File: src/dcc_pkg.sv
// Constants, encodings and carrier types of the dual comparator control block
package dcc_pkg;

	// Byte offsets of the register words on the bus
	localparam logic [4:0] ADR_CTRL     = 5'h00;
	localparam logic [4:0] ADR_FLAG     = 5'h04;
	localparam logic [4:0] ADR_ENABLE   = 5'h08;
	localparam logic [4:0] ADR_IRQ_CTRL = 5'h0c;
	localparam logic [4:0] ADR_DIR      = 5'h10;
	localparam logic [4:0] ADR_CONV     = 5'h14;
	localparam logic [4:0] ADR_PORT     = 5'h18;

	// Field positions in comparator_control
	localparam int CTRL_B_RESULT = 7;
	localparam int CTRL_A_RESULT = 6;
	localparam int CTRL_B_INVERT = 5;
	localparam int CTRL_A_INVERT = 4;
	localparam int CTRL_SWITCH   = 3;
	localparam int CTRL_MODE_LSB = 0;

	// Field positions in the flag, enable and interrupt control words
	localparam int FLAG_CMP_BIT   = 6;
	localparam int ENABLE_CMP_BIT = 6;
	localparam int IRQ_GLOBAL_BIT = 7;
	localparam int IRQ_PERIPH_BIT = 6;

	// Width of the analog pin configuration field
	localparam int PIN_CFG_W = 4;

	// Values after reset
	localparam logic [2:0] RST_MODE    = 3'h7;
	localparam logic [7:0] RST_CTRL    = 8'h07;
	localparam logic [7:0] RST_DIR     = 8'hff;
	localparam logic [3:0] RST_PIN_CFG = 4'h0;

	// Comparator operating modes
	localparam logic [2:0] MODE_RESET   = 3'h0;
	localparam logic [2:0] MODE_ONE     = 3'h1;
	localparam logic [2:0] MODE_INDEP   = 3'h2;
	localparam logic [2:0] MODE_INDEP_O = 3'h3;
	localparam logic [2:0] MODE_COMMON  = 3'h4;
	localparam logic [2:0] MODE_COMM_O  = 3'h5;
	localparam logic [2:0] MODE_MUX_REF = 3'h6;
	localparam logic [2:0] MODE_OFF     = 3'h7;

	// Input selection codes for the analog multiplexers
	localparam logic [2:0] SEL_PIN0 = 3'h0;
	localparam logic [2:0] SEL_PIN1 = 3'h1;
	localparam logic [2:0] SEL_PIN2 = 3'h2;
	localparam logic [2:0] SEL_PIN3 = 3'h3;
	localparam logic [2:0] SEL_REF  = 3'h4;
	localparam logic [2:0] SEL_NONE = 3'h7;

	// Routing handed to the analog comparator cores
	typedef struct packed {
		logic       a_on;
		logic       b_on;
		logic       pins_out;
		logic [2:0] a_plus;
		logic [2:0] a_minus;
		logic [2:0] b_plus;
		logic [2:0] b_minus;
	} dcc_route_s;

	localparam dcc_route_s ROUTE_OFF = '{1'b0, 1'b0, 1'b0,
		SEL_NONE, SEL_NONE, SEL_NONE, SEL_NONE};

endpackage

File: src/dcc_top.sv
// Dual comparator control: registers, result path, change flag, pins
//
// Notes on behaviour
// - Result bits 7 and 6 show comparator b and a, plus above minus.
// - Bits 5 and 4 invert comparator b and a, at pins and status.
// - In mode 110 bit 3 moves minus inputs to pins three and two.
// - Three-bit mode field selects one of seven comparator configurations; 000 and 111 are both off.
// - Internal reference feeds both plus inputs only in mode 110.
// - Reset clears control bits and sets mode 111, value 0x07.
// - Result bits are read-only; writes never change them.
// - Modes 011 and 101 switch pins four and five to raw comparator outputs.
// - Direction bits still enable the drivers of pins four and five.
// - Flag sets whenever either output differs from the latched value.
// - Flag at bit 6 clears by writing zero, writing one sets it.
// - Request needs all three enables; flag sets regardless.
// - Control register access latches outputs and ends the mismatch.
// - A change coinciding with a control read still sets the flag.
// - Comparators keep running in sleep; enabled interrupt wakes device.
// - Leaving sleep does not alter the control register.
// - Port read returns zero for every analog-configured pin.
// - After reset pins zero to three are analog, per config field.
//
// Implementation choices: the Wishbone slave port and the register addresses.
`timescale 1ns/10ps
module dcc_top (
	input  wire logic                core_clk,
	input  wire logic                reset,
	input  wire logic                wb_cyc_i,
	input  wire logic                wb_stb_i,
	input  wire logic                wb_we_i,
	input  wire logic          [4:0] wb_adr_i,
	input  wire logic          [3:0] wb_sel_i,
	input  wire logic         [31:0] wb_dat_i,
	output logic              [31:0] wb_dat_o,
	output logic                     wb_ack_o,
	input  wire logic                cmp_a_raw,
	input  wire logic                cmp_b_raw,
	input  wire logic          [5:0] pin_in,
	input  wire logic                sleep_mode,
	output dcc_pkg::dcc_route_s      route_o,
	output logic                     pin_four_sel,
	output logic                     pin_four_o,
	output logic                     pin_four_oe,
	output logic                     pin_five_sel,
	output logic                     pin_five_o,
	output logic                     pin_five_oe,
	output logic               [3:0] analog_pin_role,
	output logic                     irq_req_o,
	output logic                     wake_req_o
);

	// Register state
	logic                [5:0] ctrl_q;
	logic                [5:0] ctrl_d;
	logic                      flag_q;
	logic                      flag_d;
	logic                      cmp_irq_enable_q;
	logic                      periph_en_q;
	logic                      global_en_q;
	logic                      cmp_en_d;
	logic                      periph_en_d;
	logic                      global_en_d;
	logic                [7:0] dir_q;
	logic                [7:0] dir_d;
	logic                [3:0] pin_cfg_q;
	logic                [3:0] pin_cfg_d;
	logic                [1:0] latched_q;
	logic                [1:0] latched_d;
	logic                      ack_q;
	logic               [31:0] dat_q;
	logic                      irq_q;
	logic                      wake_q;
	dcc_pkg::dcc_route_s       route_q;
	dcc_pkg::dcc_route_s       route_d;

	// Output flops for the drive enables and pin roles
	logic                      oe_four_q;
	logic                      oe_five_q;
	logic                [3:0] role_q;

	// Decoded bus and result signals
	logic                      req;
	logic                      fire;
	logic                      wr;
	logic                      lane0;
	logic                [7:0] wbyte;
	logic                      hit_ctrl;
	logic                      hit_flag;
	logic                      hit_enable;
	logic                      hit_irq;
	logic                      hit_dir;
	logic                      hit_conv;
	logic                      hit_port;
	logic                      hit_any;
	logic                      flag_wr;
	logic                      ctrl_touch;
	logic                [1:0] raw_sync;
	// Per-comparator pairs, index 0 is comparator a
	logic                [1:0] raw_pair;
	logic                [1:0] on_pair;
	logic                [1:0] inv_pair;
	logic                [1:0] pin_pair;
	logic                      out_a;
	logic                      out_b;
	logic                [1:0] outs;
	logic                      mismatch;
	logic                [7:0] ctrl_rd;
	logic                [5:0] port_rd;
	logic                [7:0] rbyte;
	logic                [2:0] mode;
	logic                      a_inv;
	logic                      b_inv;

	// Raw comparator levels are asynchronous to the core clock
	dcc_sync #(
		.W(2)
	) u_sync (
		.core_clk(core_clk),
		.reset   (reset),
		.async_i ({cmp_b_raw, cmp_a_raw}),
		.sync_o  (raw_sync)
	);

	// Mode field and input switch decide routing and enables
	dcc_route u_route (
		.mode        (mode),
		.input_switch(ctrl_q[dcc_pkg::CTRL_SWITCH]),
		.route       (route_d)
	);

	// Control field views
	assign mode  = ctrl_q[dcc_pkg::CTRL_MODE_LSB +: 3];
	assign a_inv = ctrl_q[dcc_pkg::CTRL_A_INVERT];
	assign b_inv = ctrl_q[dcc_pkg::CTRL_B_INVERT];

	// Word address compare, shared by every register decode;
	// the full byte address must match, so odd offsets hit nothing
	function automatic logic word_hit(input logic [4:0] adr,
		input logic [4:0] offset);
		word_hit = adr == offset;
	endfunction

	// Bus request decode; ack is registered, so a write lands on the
	// edge where the master samples ack
	assign req        = wb_cyc_i & wb_stb_i;
	assign fire       = req & ack_q;
	assign wr         = fire & wb_we_i & lane0;
	assign lane0      = wb_sel_i[0];
	assign wbyte      = wb_dat_i[7:0];
	assign hit_ctrl   = word_hit(wb_adr_i, dcc_pkg::ADR_CTRL);
	assign hit_flag   = word_hit(wb_adr_i, dcc_pkg::ADR_FLAG);
	assign hit_enable = word_hit(wb_adr_i, dcc_pkg::ADR_ENABLE);
	assign hit_irq    = word_hit(wb_adr_i, dcc_pkg::ADR_IRQ_CTRL);
	assign hit_dir    = word_hit(wb_adr_i, dcc_pkg::ADR_DIR);
	assign hit_conv   = word_hit(wb_adr_i, dcc_pkg::ADR_CONV);
	assign hit_port   = word_hit(wb_adr_i, dcc_pkg::ADR_PORT);
	assign flag_wr    = wr & hit_flag;
	assign ctrl_touch = fire & hit_ctrl;
	assign hit_any    = hit_ctrl | hit_flag | hit_enable | hit_irq
		| hit_dir | hit_conv | hit_port;

	// Per-comparator views of the raw levels, enables and inversions
	assign raw_pair = {cmp_b_raw, cmp_a_raw};
	assign on_pair  = {route_q.b_on, route_q.a_on};
	assign inv_pair = {b_inv, a_inv};

	// An inactive comparator reads low before the inversion is applied.
	// The status path uses the synchronised level; the pin path takes
	// the raw one, so a pin may toggle on noise the status never sees
	for (genvar i = 0; i < 2; i++) begin : g_cmp
		assign outs[i]     = (raw_sync[i] & on_pair[i])
			^ inv_pair[i];
		assign pin_pair[i] = route_q.pins_out
			& ((raw_pair[i] & on_pair[i]) ^ inv_pair[i]);
	end
	assign out_a = outs[0];
	assign out_b = outs[1];

	// Any difference from the last latched pair is a pending change
	assign mismatch = outs != latched_q;

	// Result bits come from the comparators, never from the bus
	assign ctrl_rd = {out_b, out_a, ctrl_q};

	// Analog-configured pins read low whatever their voltage;
	// a config bit at zero marks the pin analog
	assign port_rd = {pin_in[5:4], pin_in[3:0] & pin_cfg_q};

	// Read data selection; unmapped words read zero
	assign rbyte = hit_ctrl ? ctrl_rd
		: hit_flag   ? {1'b0, flag_q, 6'h00}
		: hit_enable ? {1'b0, cmp_irq_enable_q, 6'h00}
		: hit_irq    ? {global_en_q, periph_en_q, 6'h00}
		: hit_dir    ? dir_q
		: hit_conv   ? {4'h0, pin_cfg_q}
		: hit_port   ? {2'b00, port_rd}
		: 8'h00;

	// Writes reach only bits 5 to 0; the results are not stored here
	assign ctrl_d = (wr & hit_ctrl) ? wbyte[5:0] : ctrl_q;

	// The flag follows the write, but a standing mismatch wins,
	// so an event in the clearing cycle is kept
	// A software write of one raises the flag as a simulated event
	assign flag_d = mismatch
		| (flag_wr ? wbyte[dcc_pkg::FLAG_CMP_BIT]
		: flag_q);

	// Read or write of the control word takes the current pair.
	// The comparison uses the pair before the latch, so a change in
	// the access cycle still sets the flag and is not lost
	assign latched_d = ctrl_touch ? outs
		: latched_q;

	// Bus slave: one wait state, ack dropped after one cycle
	always_ff @(posedge core_clk) begin
		if (reset) begin
			ack_q <= 1'b0;
			dat_q <= 32'h0000_0000;
		end else begin
			ack_q <= req & ~ack_q;
			dat_q <= {24'h00_0000, rbyte};
		end
	end

	// Control word; sleep entry and exit do not touch it
	always_ff @(posedge core_clk) begin
		if (reset) begin
			ctrl_q <= dcc_pkg::RST_CTRL[5:0];
		end else begin
			ctrl_q <= ctrl_d;
		end
	end

	// Change latch and flag
	always_ff @(posedge core_clk) begin
		if (reset) begin
			latched_q <= 2'b00;
			flag_q    <= 1'b0;
		end else begin
			latched_q <= latched_d;
			flag_q    <= flag_d;
		end
	end

	// Next values of the plain read-write words; each keeps its value
	// unless a write to its own word lands
	assign cmp_en_d    = (wr & hit_enable)
		? wbyte[dcc_pkg::ENABLE_CMP_BIT] : cmp_irq_enable_q;
	assign periph_en_d = (wr & hit_irq)
		? wbyte[dcc_pkg::IRQ_PERIPH_BIT] : periph_en_q;
	assign global_en_d = (wr & hit_irq)
		? wbyte[dcc_pkg::IRQ_GLOBAL_BIT] : global_en_q;
	assign dir_d       = (wr & hit_dir) ? wbyte : dir_q;
	assign pin_cfg_d   = (wr & hit_conv)
		? wbyte[dcc_pkg::PIN_CFG_W-1:0] : pin_cfg_q;

	// Interrupt enables
	always_ff @(posedge core_clk) begin
		if (reset) begin
			cmp_irq_enable_q <= 1'b0;
			periph_en_q      <= 1'b0;
			global_en_q      <= 1'b0;
		end else begin
			cmp_irq_enable_q <= cmp_en_d;
			periph_en_q      <= periph_en_d;
			global_en_q      <= global_en_d;
		end
	end

	// Pin direction and analog pin configuration
	always_ff @(posedge core_clk) begin
		if (reset) begin
			dir_q     <= dcc_pkg::RST_DIR;
			pin_cfg_q <= dcc_pkg::RST_PIN_CFG;
		end else begin
			dir_q     <= dir_d;
			pin_cfg_q <= pin_cfg_d;
		end
	end

	// Drive enables and pin roles leave from flops. They are built
	// from next values, so they change on the same edge as the words
	// behind them and add no lag
	always_ff @(posedge core_clk) begin
		if (reset) begin
			oe_four_q <= 1'b0;
			oe_five_q <= 1'b0;
			role_q    <= ~dcc_pkg::RST_PIN_CFG;
		end else begin
			oe_four_q <= route_d.pins_out & ~dir_d[4];
			oe_five_q <= route_d.pins_out & ~dir_d[5];
			role_q    <= ~pin_cfg_d;
		end
	end

	// Routing is registered so mode changes reach the cores cleanly.
	// Results may still swing while the cores settle on a new mode;
	// masking the interrupt across the change is left to software
	always_ff @(posedge core_clk) begin
		if (reset) begin
			route_q <= dcc_pkg::ROUTE_OFF;
		end else begin
			route_q <= route_d;
		end
	end

	// Request needs all enables; wake needs only the comparator
	// enable and sleep mode; the request is not gated by sleep
	always_ff @(posedge core_clk) begin
		if (reset) begin
			irq_q  <= 1'b0;
			wake_q <= 1'b0;
		end else begin
			irq_q  <= flag_q & cmp_irq_enable_q & periph_en_q
				& global_en_q;
			wake_q <= flag_q & cmp_irq_enable_q & sleep_mode;
		end
	end

	// Bus and status outputs
	assign wb_ack_o        = ack_q;
	assign wb_dat_o        = dat_q;
	assign route_o         = route_q;
	assign irq_req_o       = irq_q;
	assign wake_req_o      = wake_q;
	assign analog_pin_role = role_q;

	// Pin multiplexers; the data path is the unsynchronised result,
	// so it carries the comparator's own uncertainty onto the pin
	assign pin_four_sel = route_q.pins_out;
	assign pin_five_sel = route_q.pins_out;
	assign pin_four_o   = pin_pair[0];
	assign pin_five_o   = pin_pair[1];

	// A direction bit at zero drives the pin, but only in output modes
	assign pin_four_oe = oe_four_q;
	assign pin_five_oe = oe_five_q;

	// Unused bus inputs are ignored by design
	logic unused_bits;
	assign unused_bits = ^{wb_sel_i[3:1], wb_dat_i[31:8], hit_any,
		dir_q[7:6], dir_q[3:0]};

endmodule

File: src/dcc_sync.sv
// Two-stage synchroniser for the asynchronous comparator results
`timescale 1ns/10ps
module dcc_sync #(
	parameter int W = 2
) (
	input  wire logic         core_clk,
	input  wire logic         reset,
	input  wire logic [W-1:0] async_i,
	output logic      [W-1:0] sync_o
);

	logic [W-1:0] meta_q;
	logic [W-1:0] sync_q;

	// First stage feeds only the second stage
	always_ff @(posedge core_clk) begin
		if (reset) begin
			meta_q <= '0;
			sync_q <= '0;
		end else begin
			meta_q <= async_i;
			sync_q <= meta_q;
		end
	end

	assign sync_o = sync_q;

endmodule

File: src/dcc_route.sv
// Mode decoder: comparator enables and analog input routing
`timescale 1ns/10ps
module dcc_route (
	input  wire logic              [2:0] mode,
	input  wire logic                    input_switch,
	output dcc_pkg::dcc_route_s          route
);

	// Minus inputs of the multiplexed mode follow the input switch
	logic [2:0] mux_a_minus;
	logic [2:0] mux_b_minus;

	assign mux_a_minus = input_switch ? dcc_pkg::SEL_PIN3
		: dcc_pkg::SEL_PIN0;
	assign mux_b_minus = input_switch ? dcc_pkg::SEL_PIN2
		: dcc_pkg::SEL_PIN1;

	// One configuration per mode code
	always_comb begin
		route = dcc_pkg::ROUTE_OFF;
		unique case (mode)
			dcc_pkg::MODE_RESET, dcc_pkg::MODE_OFF: begin
				route = dcc_pkg::ROUTE_OFF;
			end
			dcc_pkg::MODE_ONE: begin
				route.a_on    = 1'b1;
				route.a_minus = dcc_pkg::SEL_PIN0;
				route.a_plus  = dcc_pkg::SEL_PIN3;
			end
			dcc_pkg::MODE_INDEP, dcc_pkg::MODE_INDEP_O: begin
				route.a_on     = 1'b1;
				route.b_on     = 1'b1;
				route.pins_out = mode[0];
				route.a_minus  = dcc_pkg::SEL_PIN0;
				route.a_plus   = dcc_pkg::SEL_PIN3;
				route.b_minus  = dcc_pkg::SEL_PIN1;
				route.b_plus   = dcc_pkg::SEL_PIN2;
			end
			dcc_pkg::MODE_COMMON, dcc_pkg::MODE_COMM_O: begin
				route.a_on     = 1'b1;
				route.b_on     = 1'b1;
				route.pins_out = mode[0];
				route.a_minus  = dcc_pkg::SEL_PIN0;
				route.a_plus   = dcc_pkg::SEL_PIN2;
				route.b_minus  = dcc_pkg::SEL_PIN1;
				route.b_plus   = dcc_pkg::SEL_PIN2;
			end
			dcc_pkg::MODE_MUX_REF: begin
				route.a_on    = 1'b1;
				route.b_on    = 1'b1;
				route.a_minus = mux_a_minus;
				route.b_minus = mux_b_minus;
				route.a_plus  = dcc_pkg::SEL_REF;
				route.b_plus  = dcc_pkg::SEL_REF;
			end
		endcase
	end

endmodule

File: config.mk
export PLATFORM = sky130hd
export DESIGN_NAME = dcc_top
export DESIGN_NICKNAME = d
export VERILOG_FILES = /design/src/dcc_pkg.sv /design/src/dcc_top.sv /design/src/dcc_sync.sv /design/src/dcc_route.sv
export SDC_FILE = /design/constraint.sdc
export NUM_CORES = 1
export LEC_CHECK = 0
export BUFFER_PORTS_ARGS = -buffer_cell sky130_fd_sc_hd__buf_2
export CAP_MARGIN = 40
export CORE_ASPECT_RATIO = 0.8
export CORE_MARGIN = 2
export CORE_UTILIZATION = 49
export CTS_CLUSTER_SIZE = 16
export DETAILED_ROUTE_END_ITERATION = 16
export PLACE_DENSITY = 0.86
export SYNTH_ARGS = -nofsm -noshare
export SYNTH_HDL_FRONTEND = slang
export SYNTH_HIERARCHICAL = 1
export SYNTH_SLANG_ARGS = --single-unit
File: constraint.sdc
create_clock -name core_clk -period 3.4 [get_ports core_clk]
set_input_delay 0.34 -clock core_clk [delete_from_list [all_inputs] [get_ports core_clk]]
set_output_delay 0.34 -clock core_clk [all_outputs]
set_load 0.1 [all_outputs]
==> flow_results.org, run 1 <==
** Floorplan
- The total area inside the core boundary comes to 5036 µm².
- The die is 69.00 µm tall.
- From left edge to right edge, the die measures 85.25 µm.
- The floorplan has 23 rows.
- For this design the top-level I/O count stands at 115.
- Initial core utilization :: 51.38%
- The die covers 5881 µm².

** Yosys
- Dominant cell by count in the synthesized netlist :: sky130_fd_sc_hd__dfxtp_1
- Synthesis produced 268 cells.
- Syn_area_per_cell :: 9.655 µm²
- The largest total area in the synthesized netlist belongs to sky130_fd_sc_hd__dfxtp_1.
- Ranking of synthesized cells by instance count :: 60 x sky130_fd_sc_hd__dfxtp_1, 28 x sky130_fd_sc_hd__buf_4, 20 x sky130_fd_sc_hd__nor2_1
- For this run, the leading register cell type out of synthesis is sky130_fd_sc_hd__dfxtp_1.
- Summing every instance area after synthesis gives 2587 µm².
- #FFs+latches synth :: 60
- Counting flops with an async set or reset pin after synthesis yields a share of 0%.
- Number of different library cells in the post-synthesis netlist :: 42
- Ranking of synthesized cells by area :: sky130_fd_sc_hd__dfxtp_1 46%, sky130_fd_sc_hd__buf_4 8.1%, sky130_fd_sc_hd__mux2i_1 5.4%, sky130_fd_sc_hd__nor2b_1 4.1%, sky130_fd_sc_hd__or2_2 3.6%
- Of the post-synthesis cell area, the dominant cell type holds 46.42%.
- During synthesis, Yosys emitted a total of 6 warnings.
- Number of synthesized flops with an enable pin :: 0
- Share of the yosys chip area belonging to registers :: 46.42%

** Timing
- Final Critical Period :: 2.082 ns
- Measured against its own limit, the worst slew margin works out to 40.46%.
- Clock skew on the completed layout was measured at 0.005365 ns.
- Setup repair after global routing left no endpoint under its margin.
- Maximum achievable frequency :: 480.4 MHz
- The final number of max-transition violations is 0.
- Worst hold slack :: 0.2356 ns
- Setup TNS Final :: 0 ns
- Number of setup violations in the final report :: 0
- The number of hold-slack violations in the final timing report is 0.
- At the pin with the least slew margin, the transition time is 0.8931 ns.
- Dividing the final minimum period by the clock period gives 61.23%.

** Pwr
- Total power divided by cell area :: 490.7 nW/µm²
- Power comes to 1.450 mW.
- IR drop worst, VDD :: 0.3299 mV
- Leakage power :: 1.194 nW

** CTS
- Count of buffers added by post-CTS timing repair for setup :: 0
- CTS-repair resized insts :: 0
- CTS placed an instance of sky130_fd_sc_hd__clkbuf_8 at the clock tree root.
- For this design, the sink count on the clock tree is 60.
- Number of hold-repair buffers added at the cts stage :: 0
- Clock-pin slew was measured on the worst setup and hold paths at 0.06 ns.
- The clock tree synthesis step divided the H-tree into 3 levels.
- Clock tree from TritonCTS :: yes
- Number of buffers added by the clock tree synthesis step :: 9
- CTS Buffer Depth :: 2
- Clock insertion delay at the later pin of the skew report :: 0.33 ns

** Critical path
- Data on the critical path is required at its endpoint by 3.67 ns.
- The worst setup path is of the flip-flop to flip-flop kind.
- The worst setup path is launched from a flip-flop.
- Critical Path End Type :: flip-flop
- Data arrival time of the critical path :: 2.35 ns
- Of all nets on the critical path, the largest fanout is 14.

** Flow run
- Across the run, the number of max-cap violations was 0.

** Cells and area
- Registers take 1201 µm².
- After routing the design area is 2955 µm².
- Fraction of layout instances using a drive strength above 1 :: 31.00%
- Multi-input combinational cell area :: 1189 µm²
- 0 antenna diodes ended up in the layout.
- Layout filler cell count :: 466
- Final net count :: 380
- Area Overhead vs Synth :: 14.22%
- Final standard cell count with taps included and fillers excluded :: 391

** Global routing
- The number of antenna violations at the first check in global routing is 0.
- Maximum number of pins on one net before global-route repair :: 58
- The first global-routing pass estimated 7962 µm of wire.
- Number of global-route vias before repair :: 1730
- In the global route stage, overall resource usage came out at 17.73%.
- Residual overflow from global routing :: 0

** Route
- The detail route stage leaves a number of antenna-violating nets equal to 0.
- Average routed wire per standard cell :: 12.94 µm
- DRC viols :: 0
- Wires add up to 5059 µm.
- Overall via count from detail_route :: 1914
- Routed vias/inst :: 4.895
- After the first detailed-routing iteration, the DRC count stood at 117.
- Number of optimization iterations in the first detailed-route pass :: 4

** Placement
- At the end of routability-driven placement, the weighted congestion stood at 0.8270.
- After detailed placement, the total cell area comes to 2786 µm².
- Total placed cells including tap cells :: 376
- After legalization and detailed placement, the total HPWL measured 3631 µm.
- Port buffering added 63 buffers.

** Run status
- Status :: complete, no violations

** Hold path
- In this run the worst hold path is classified as primary input to flip-flop.
## report_power, final
part / internal [mW] / total [mW] / switching [mW]
Clock: 0.298 / 0.553 / 0.254
Sequential: 0.707 / 0.709 / 0.00110
Combinational: 0.0222 / 0.189 / 0.167
## critical path, cell delays in order (launching register included)
cell and delay (ns):
sky130_fd_sc_hd__dfxtp_1 0.34, sky130_fd_sc_hd__nand3_1 0.36, sky130_fd_sc_hd__nor4_4 0.83, sky130_fd_sc_hd__mux2i_1 0.31, sky130_fd_sc_hd__and2_1 0.17
## cell families (layout without fill, tap and decap cells)
kind of cell              after synthesis  count (layout)  share of synthesized area (%)
DFF                                    60              60                          46.42
other                                   1              24                         0.1449
buffers and inverters                  41              79                          10.98
and+or+nand+nor                       107             107                          24.32
muxes                                  14              14                          5.416
xor gates and xnor gates                7               7                          2.369
AOI/OAI and AO/OA                      38              38                          10.35
## state kept, by name (all words and copies together), names as in the netlist, 2 cells and up
register         cells
analog_pin_role      4
u_sync/meta_q        2
wb_dat_o             8
ctrl_q               6
u_sync/sync_o        2
route_o             14
pin_cfg_q            4
latched_q            2
dir_q                8
## stage by stage
step	setup WS, ns	utilization (%)
2_1_floorplan	0.8054	-
3_3_place_gp	1.079	55.33
3_5_place_dp	1.056	55.33
4_1_cts	1.302	58.68
5_1_grt	1.164	58.68
6_report	1.318	58.68
## placed cells by master, fill, tap and decap left out, types with 2 or more instances in the layout
cell / n
sky130_fd_sc_hd__nand2_1: 19
sky130_fd_sc_hd__a21oi_1: 8
sky130_fd_sc_hd__o21ai_0: 8
sky130_fd_sc_hd__dfxtp_1: 60
sky130_fd_sc_hd__conb_1: 24
sky130_fd_sc_hd__nand3_1: 2
sky130_fd_sc_hd__a22oi_1: 4
sky130_fd_sc_hd__or2_2: 15
sky130_fd_sc_hd__o21a_1: 2
sky130_fd_sc_hd__clkbuf_8: 11
sky130_fd_sc_hd__mux2i_1: 14
sky130_fd_sc_hd__a222oi_1: 2
sky130_fd_sc_hd__nor4_1: 3
sky130_fd_sc_hd__nor2b_1: 17
sky130_fd_sc_hd__and2_1: 4
sky130_fd_sc_hd__clkinv_2: 2
sky130_fd_sc_hd__nor4_4: 3
sky130_fd_sc_hd__a211o_1: 5
sky130_fd_sc_hd__nand2b_1: 5
sky130_fd_sc_hd__a211o_2: 4
sky130_fd_sc_hd__or2_1: 4
sky130_fd_sc_hd__buf_2: 63
sky130_fd_sc_hd__nor3_1: 6
sky130_fd_sc_hd__xnor2_1: 5
sky130_fd_sc_hd__nor2_1: 20
sky130_fd_sc_hd__xor2_1: 2
sky130_fd_sc_hd__clkbuf_1: 2
## worst paths after layout
check | startpoint | end | slack, ns | cells after the start
worst max-delay path | wb_ack_o | pin_five_oe | 1.32 | 4
worst min register to register | u_sync/meta_q[1] | u_sync/sync_o[1] | 0.44 | 1
worst min-delay path | wb_dat_i[7] | dir_q[7] | 0.24 | 2
worst max register to register | wb_ack_o | pin_five_oe | 1.32 | 4
## per-layer routing
layer  part of all wire, %  up-vias  GRT usage (%)
li1                      -      970              -
met1                    47      861          22.35
met2                    43       77          27.64
met3                   8.3        6          6.429
met4                  0.93        0          7.738
met5                     0        -              0
## cell type report
type,instances,area share (%)
sequential,60,40.64
multi-input combinational,190,40.22
timing repair buffer,63,10.67
clock buffer,13,5.377
tap,62,2.625
clock inverter,2,0.3387
inverter,1,0.1270
(Power assumes the default switching activity.)
==> run 2: changes to the inputs <==
Settings changed: CORE_UTILIZATION 49 to 42, PLACE_DENSITY 0.86 to 0.78.
Clock period 3.4 ns to 1.9 ns, I/O delays scaled along.
==> flow_results.org, run 2 (same netlist as run 1, synthesis figures left out) <==
** Cells and area
- In the layout the commonest cells are 63 x sky130_fd_sc_hd__buf_2, 57 x sky130_fd_sc_hd__dfxtp_1, 24 x sky130_fd_sc_hd__conb_1.
- The register with the most flip-flops in the layout has 14 of them.
- Area Overhead vs Synth :: 21.66%
- 0 antenna diodes ended up in the layout.
- Final net count :: 389
- Cells with a size suffix above 1 make up 35.40% of the layout.
- Leaving out fill and tap cells, the most frequent cell in the layout is sky130_fd_sc_hd__buf_2.

** Critical path
- In this design, the stage delay of the slowest critical-path cell is 0.76 ns.
- Across all register-to-register paths, the minimum setup slack is 0.24 ns.
- Critical Path End Type :: flip-flop
- For this design, the slowest cell found on the critical path is sky130_fd_sc_hd__or4b_2.
- By startpoint and endpoint, the worst setup path is classified as flip-flop to flip-flop.
- Data on the critical path is required at its endpoint by 2.13 ns.
- The cell family contributing the most delay on the critical path is simple AND/OR/NAND/NOR gates.
- Along the worst path, the maximum fanout reaches 7.
- For the worst setup path, the data arrival time is 1.88 ns.
- Setup crit start kind :: flip-flop
- Together, buffers and inverters on the worst path number 0.
- The signal on the critical path passes through nand3_2 > or4b_2 > mux2i_1 > nor2_1.

** CTS
- Sink Count :: 60
- Post-CTS repair changed the size of 0 cells.
- Number of hold-repair buffers added at the cts stage :: 0
- Cell at the root of the clock tree :: sky130_fd_sc_hd__clkbuf_8
- The H-tree was split into 3 levels.
- Clock latency on the worst-skew pair, taken at its later pin, is 0.34 ns.
- Clock transition at the registers of the reported paths :: 0.07 ns
- Number of buffers added by the clock tree synthesis step :: 9
- CTS Buffer Depth :: 2
- TritonCTS built the clock tree.
- Once the clock tree was built, the setup fixing pass inserted 0 buffers.

** Timing
- Setup repair after global routing left no endpoint under its margin.
- Max-slew violation total from the final report :: 0
- Setup violations remaining at the end of the flow were counted as 0.
- Setup TNS Final :: 0 ns
- Of the available clock period, the critical path in the final layout requires 87.16%.
- Between clock sinks in the finished design, the worst skew comes to 0.005604 ns.
- Number of endpoints with negative hold slack in the final report :: 0
- Final Critical Period :: 1.656 ns
- Maximum achievable frequency :: 603.8 MHz

** Global routing
- The number of global-route vias before repair came to 1848.
- Summed over all layers, the global routing overflow is 0.
- GRT Total Usage :: 16.42%
- Initial antenna violation count :: 0
- The first global-routing pass estimated 8507 µm of wire.
- Maximum number of pins on one net before global-route repair :: 27

** Floorplan
- The region available for standard cell placement spans 5943 µm².
- In this run the core area contains 25 standard-cell rows.
- Floorplan die height :: 74.21 µm
- Area enclosed by the die boundary :: 6809 µm²
- The initial utilization of the core area, before any placement, comes to 43.54%.
- From left edge to right edge, the die measures 91.76 µm.
- Boundary Pins :: 115

** Route
- The first routing iteration left 125 violations.
- In this run the remaining antenna-violating nets after routing total 0.
- Dividing the detail-routed wire length by the instance count gives 12.52 µm.
- Number of optimization iterations in the first detailed-route pass :: 4
- In the routed design, unresolved DRC markers number 0.
- Routed vias/inst :: 4.669
- Detailed routing inserted a total of 1961 vias.
- DRT Wirelength :: 5258 µm

** Pwr
- Summing internal, switching and leakage power gives 2.962 mW.
- Total power divided by cell area :: 941.0 nW/µm²
- For this design the static power due to leakage is 1.278 nW.
- IR drop worst, VDD :: 0.6277 mV

** Flow run
- MaxCap Viol Count :: 0

** Placement
- Global placement routability congestion :: 0.7860
- The wire-length estimate of the detail-placed layout is 3790 µm.
- The count of buffers added on input and output ports is 63.

** Hold path
- Type of the worst min-delay path :: primary input to flip-flop

** Run status
- Status :: complete, no violations
==> run 2: changes by cell type in the layout (fill, tap and decap cells not counted), sizes merged <==
cell      before  now
clkbuf        13   11
buf           63   72
bufinv         0    2
clkinvlp       0    1
==> run 2: final cells by class <==
type / instances / area [µm²]
Fill cell: 576 / 2795
Sequential cell: 60 / 1207
Multi-Input combinational cell: 190 / 1196
Timing Repair Buffer: 72 / 395.4
Clock buffer: 11 / 162.7
Tap cell: 81 / 101.3
Clock inverter: 5 / 81.33
Inverter: 1 / 3.754
==> run 2: per-layer routing <==
| metal | up-vias | share of wire [%] | track usage, % |
|---|---|---|---|
| met2 | 66 | 43 | 25.65 |
| met1 | 899 | 48 | 20.57 |
| met3 | 7 | 7.9 | 7.092 |
| li1 | 989 | - | - |
| met5 | - | 0 | 0 |
| met4 | 0 | 1.2 | 5.970 |
==> run 2: final timing paths <==
path                                 from          endpoint  cells after the start
worst max-delay path             wb_ack_o       periph_en_q                      4
worst min-delay path            cmp_a_raw  u_sync/meta_q[0]                      2
worst max register to register   wb_ack_o       periph_en_q                      4
worst min register to register   wb_ack_o          wb_ack_o                      1
==> run 2: worst register-to-register path: stages, from the launching register on <==
cell and delay [ns]:
sky130_fd_sc_hd__dfxtp_4 0.35, sky130_fd_sc_hd__nand3_2 0.21, sky130_fd_sc_hd__or4b_2 0.76, sky130_fd_sc_hd__mux2i_1 0.17, sky130_fd_sc_hd__nor2_1 0.05
==> run 2: power breakdown <==
| group | internal, mW | switching (mW) |
|---|---|---|
| Combinational | 0.0452 | 0.301 |
| Sequential | 1.26 | 0.00223 |
| Clock | 0.853 | 0.496 |
==> run 2: through the flow <==
| step | std cells | util [%] | setup slack [ns] | area (µm²) | hold WS [ns] |
|---|---|---|---|---|---|
| 6_report | 420 | 52.97 | 0.2439 | 3148 | 0.08124 |
| 5_1_grt | 420 | 52.97 | 0.1641 | 3148 | 0.08075 |
| 4_1_cts | 420 | 52.97 | 0.2241 | 3148 | 0.06210 |
| 3_5_place_dp | 404 | 48.86 | 0.09665 | 2904 | 0.4213 |
| 3_3_place_gp | 404 | 48.86 | 0.09418 | 2904 | 0.4122 |
| 2_1_floorplan | 291 | - | 0.06999 | 2688 | 0.2616 |
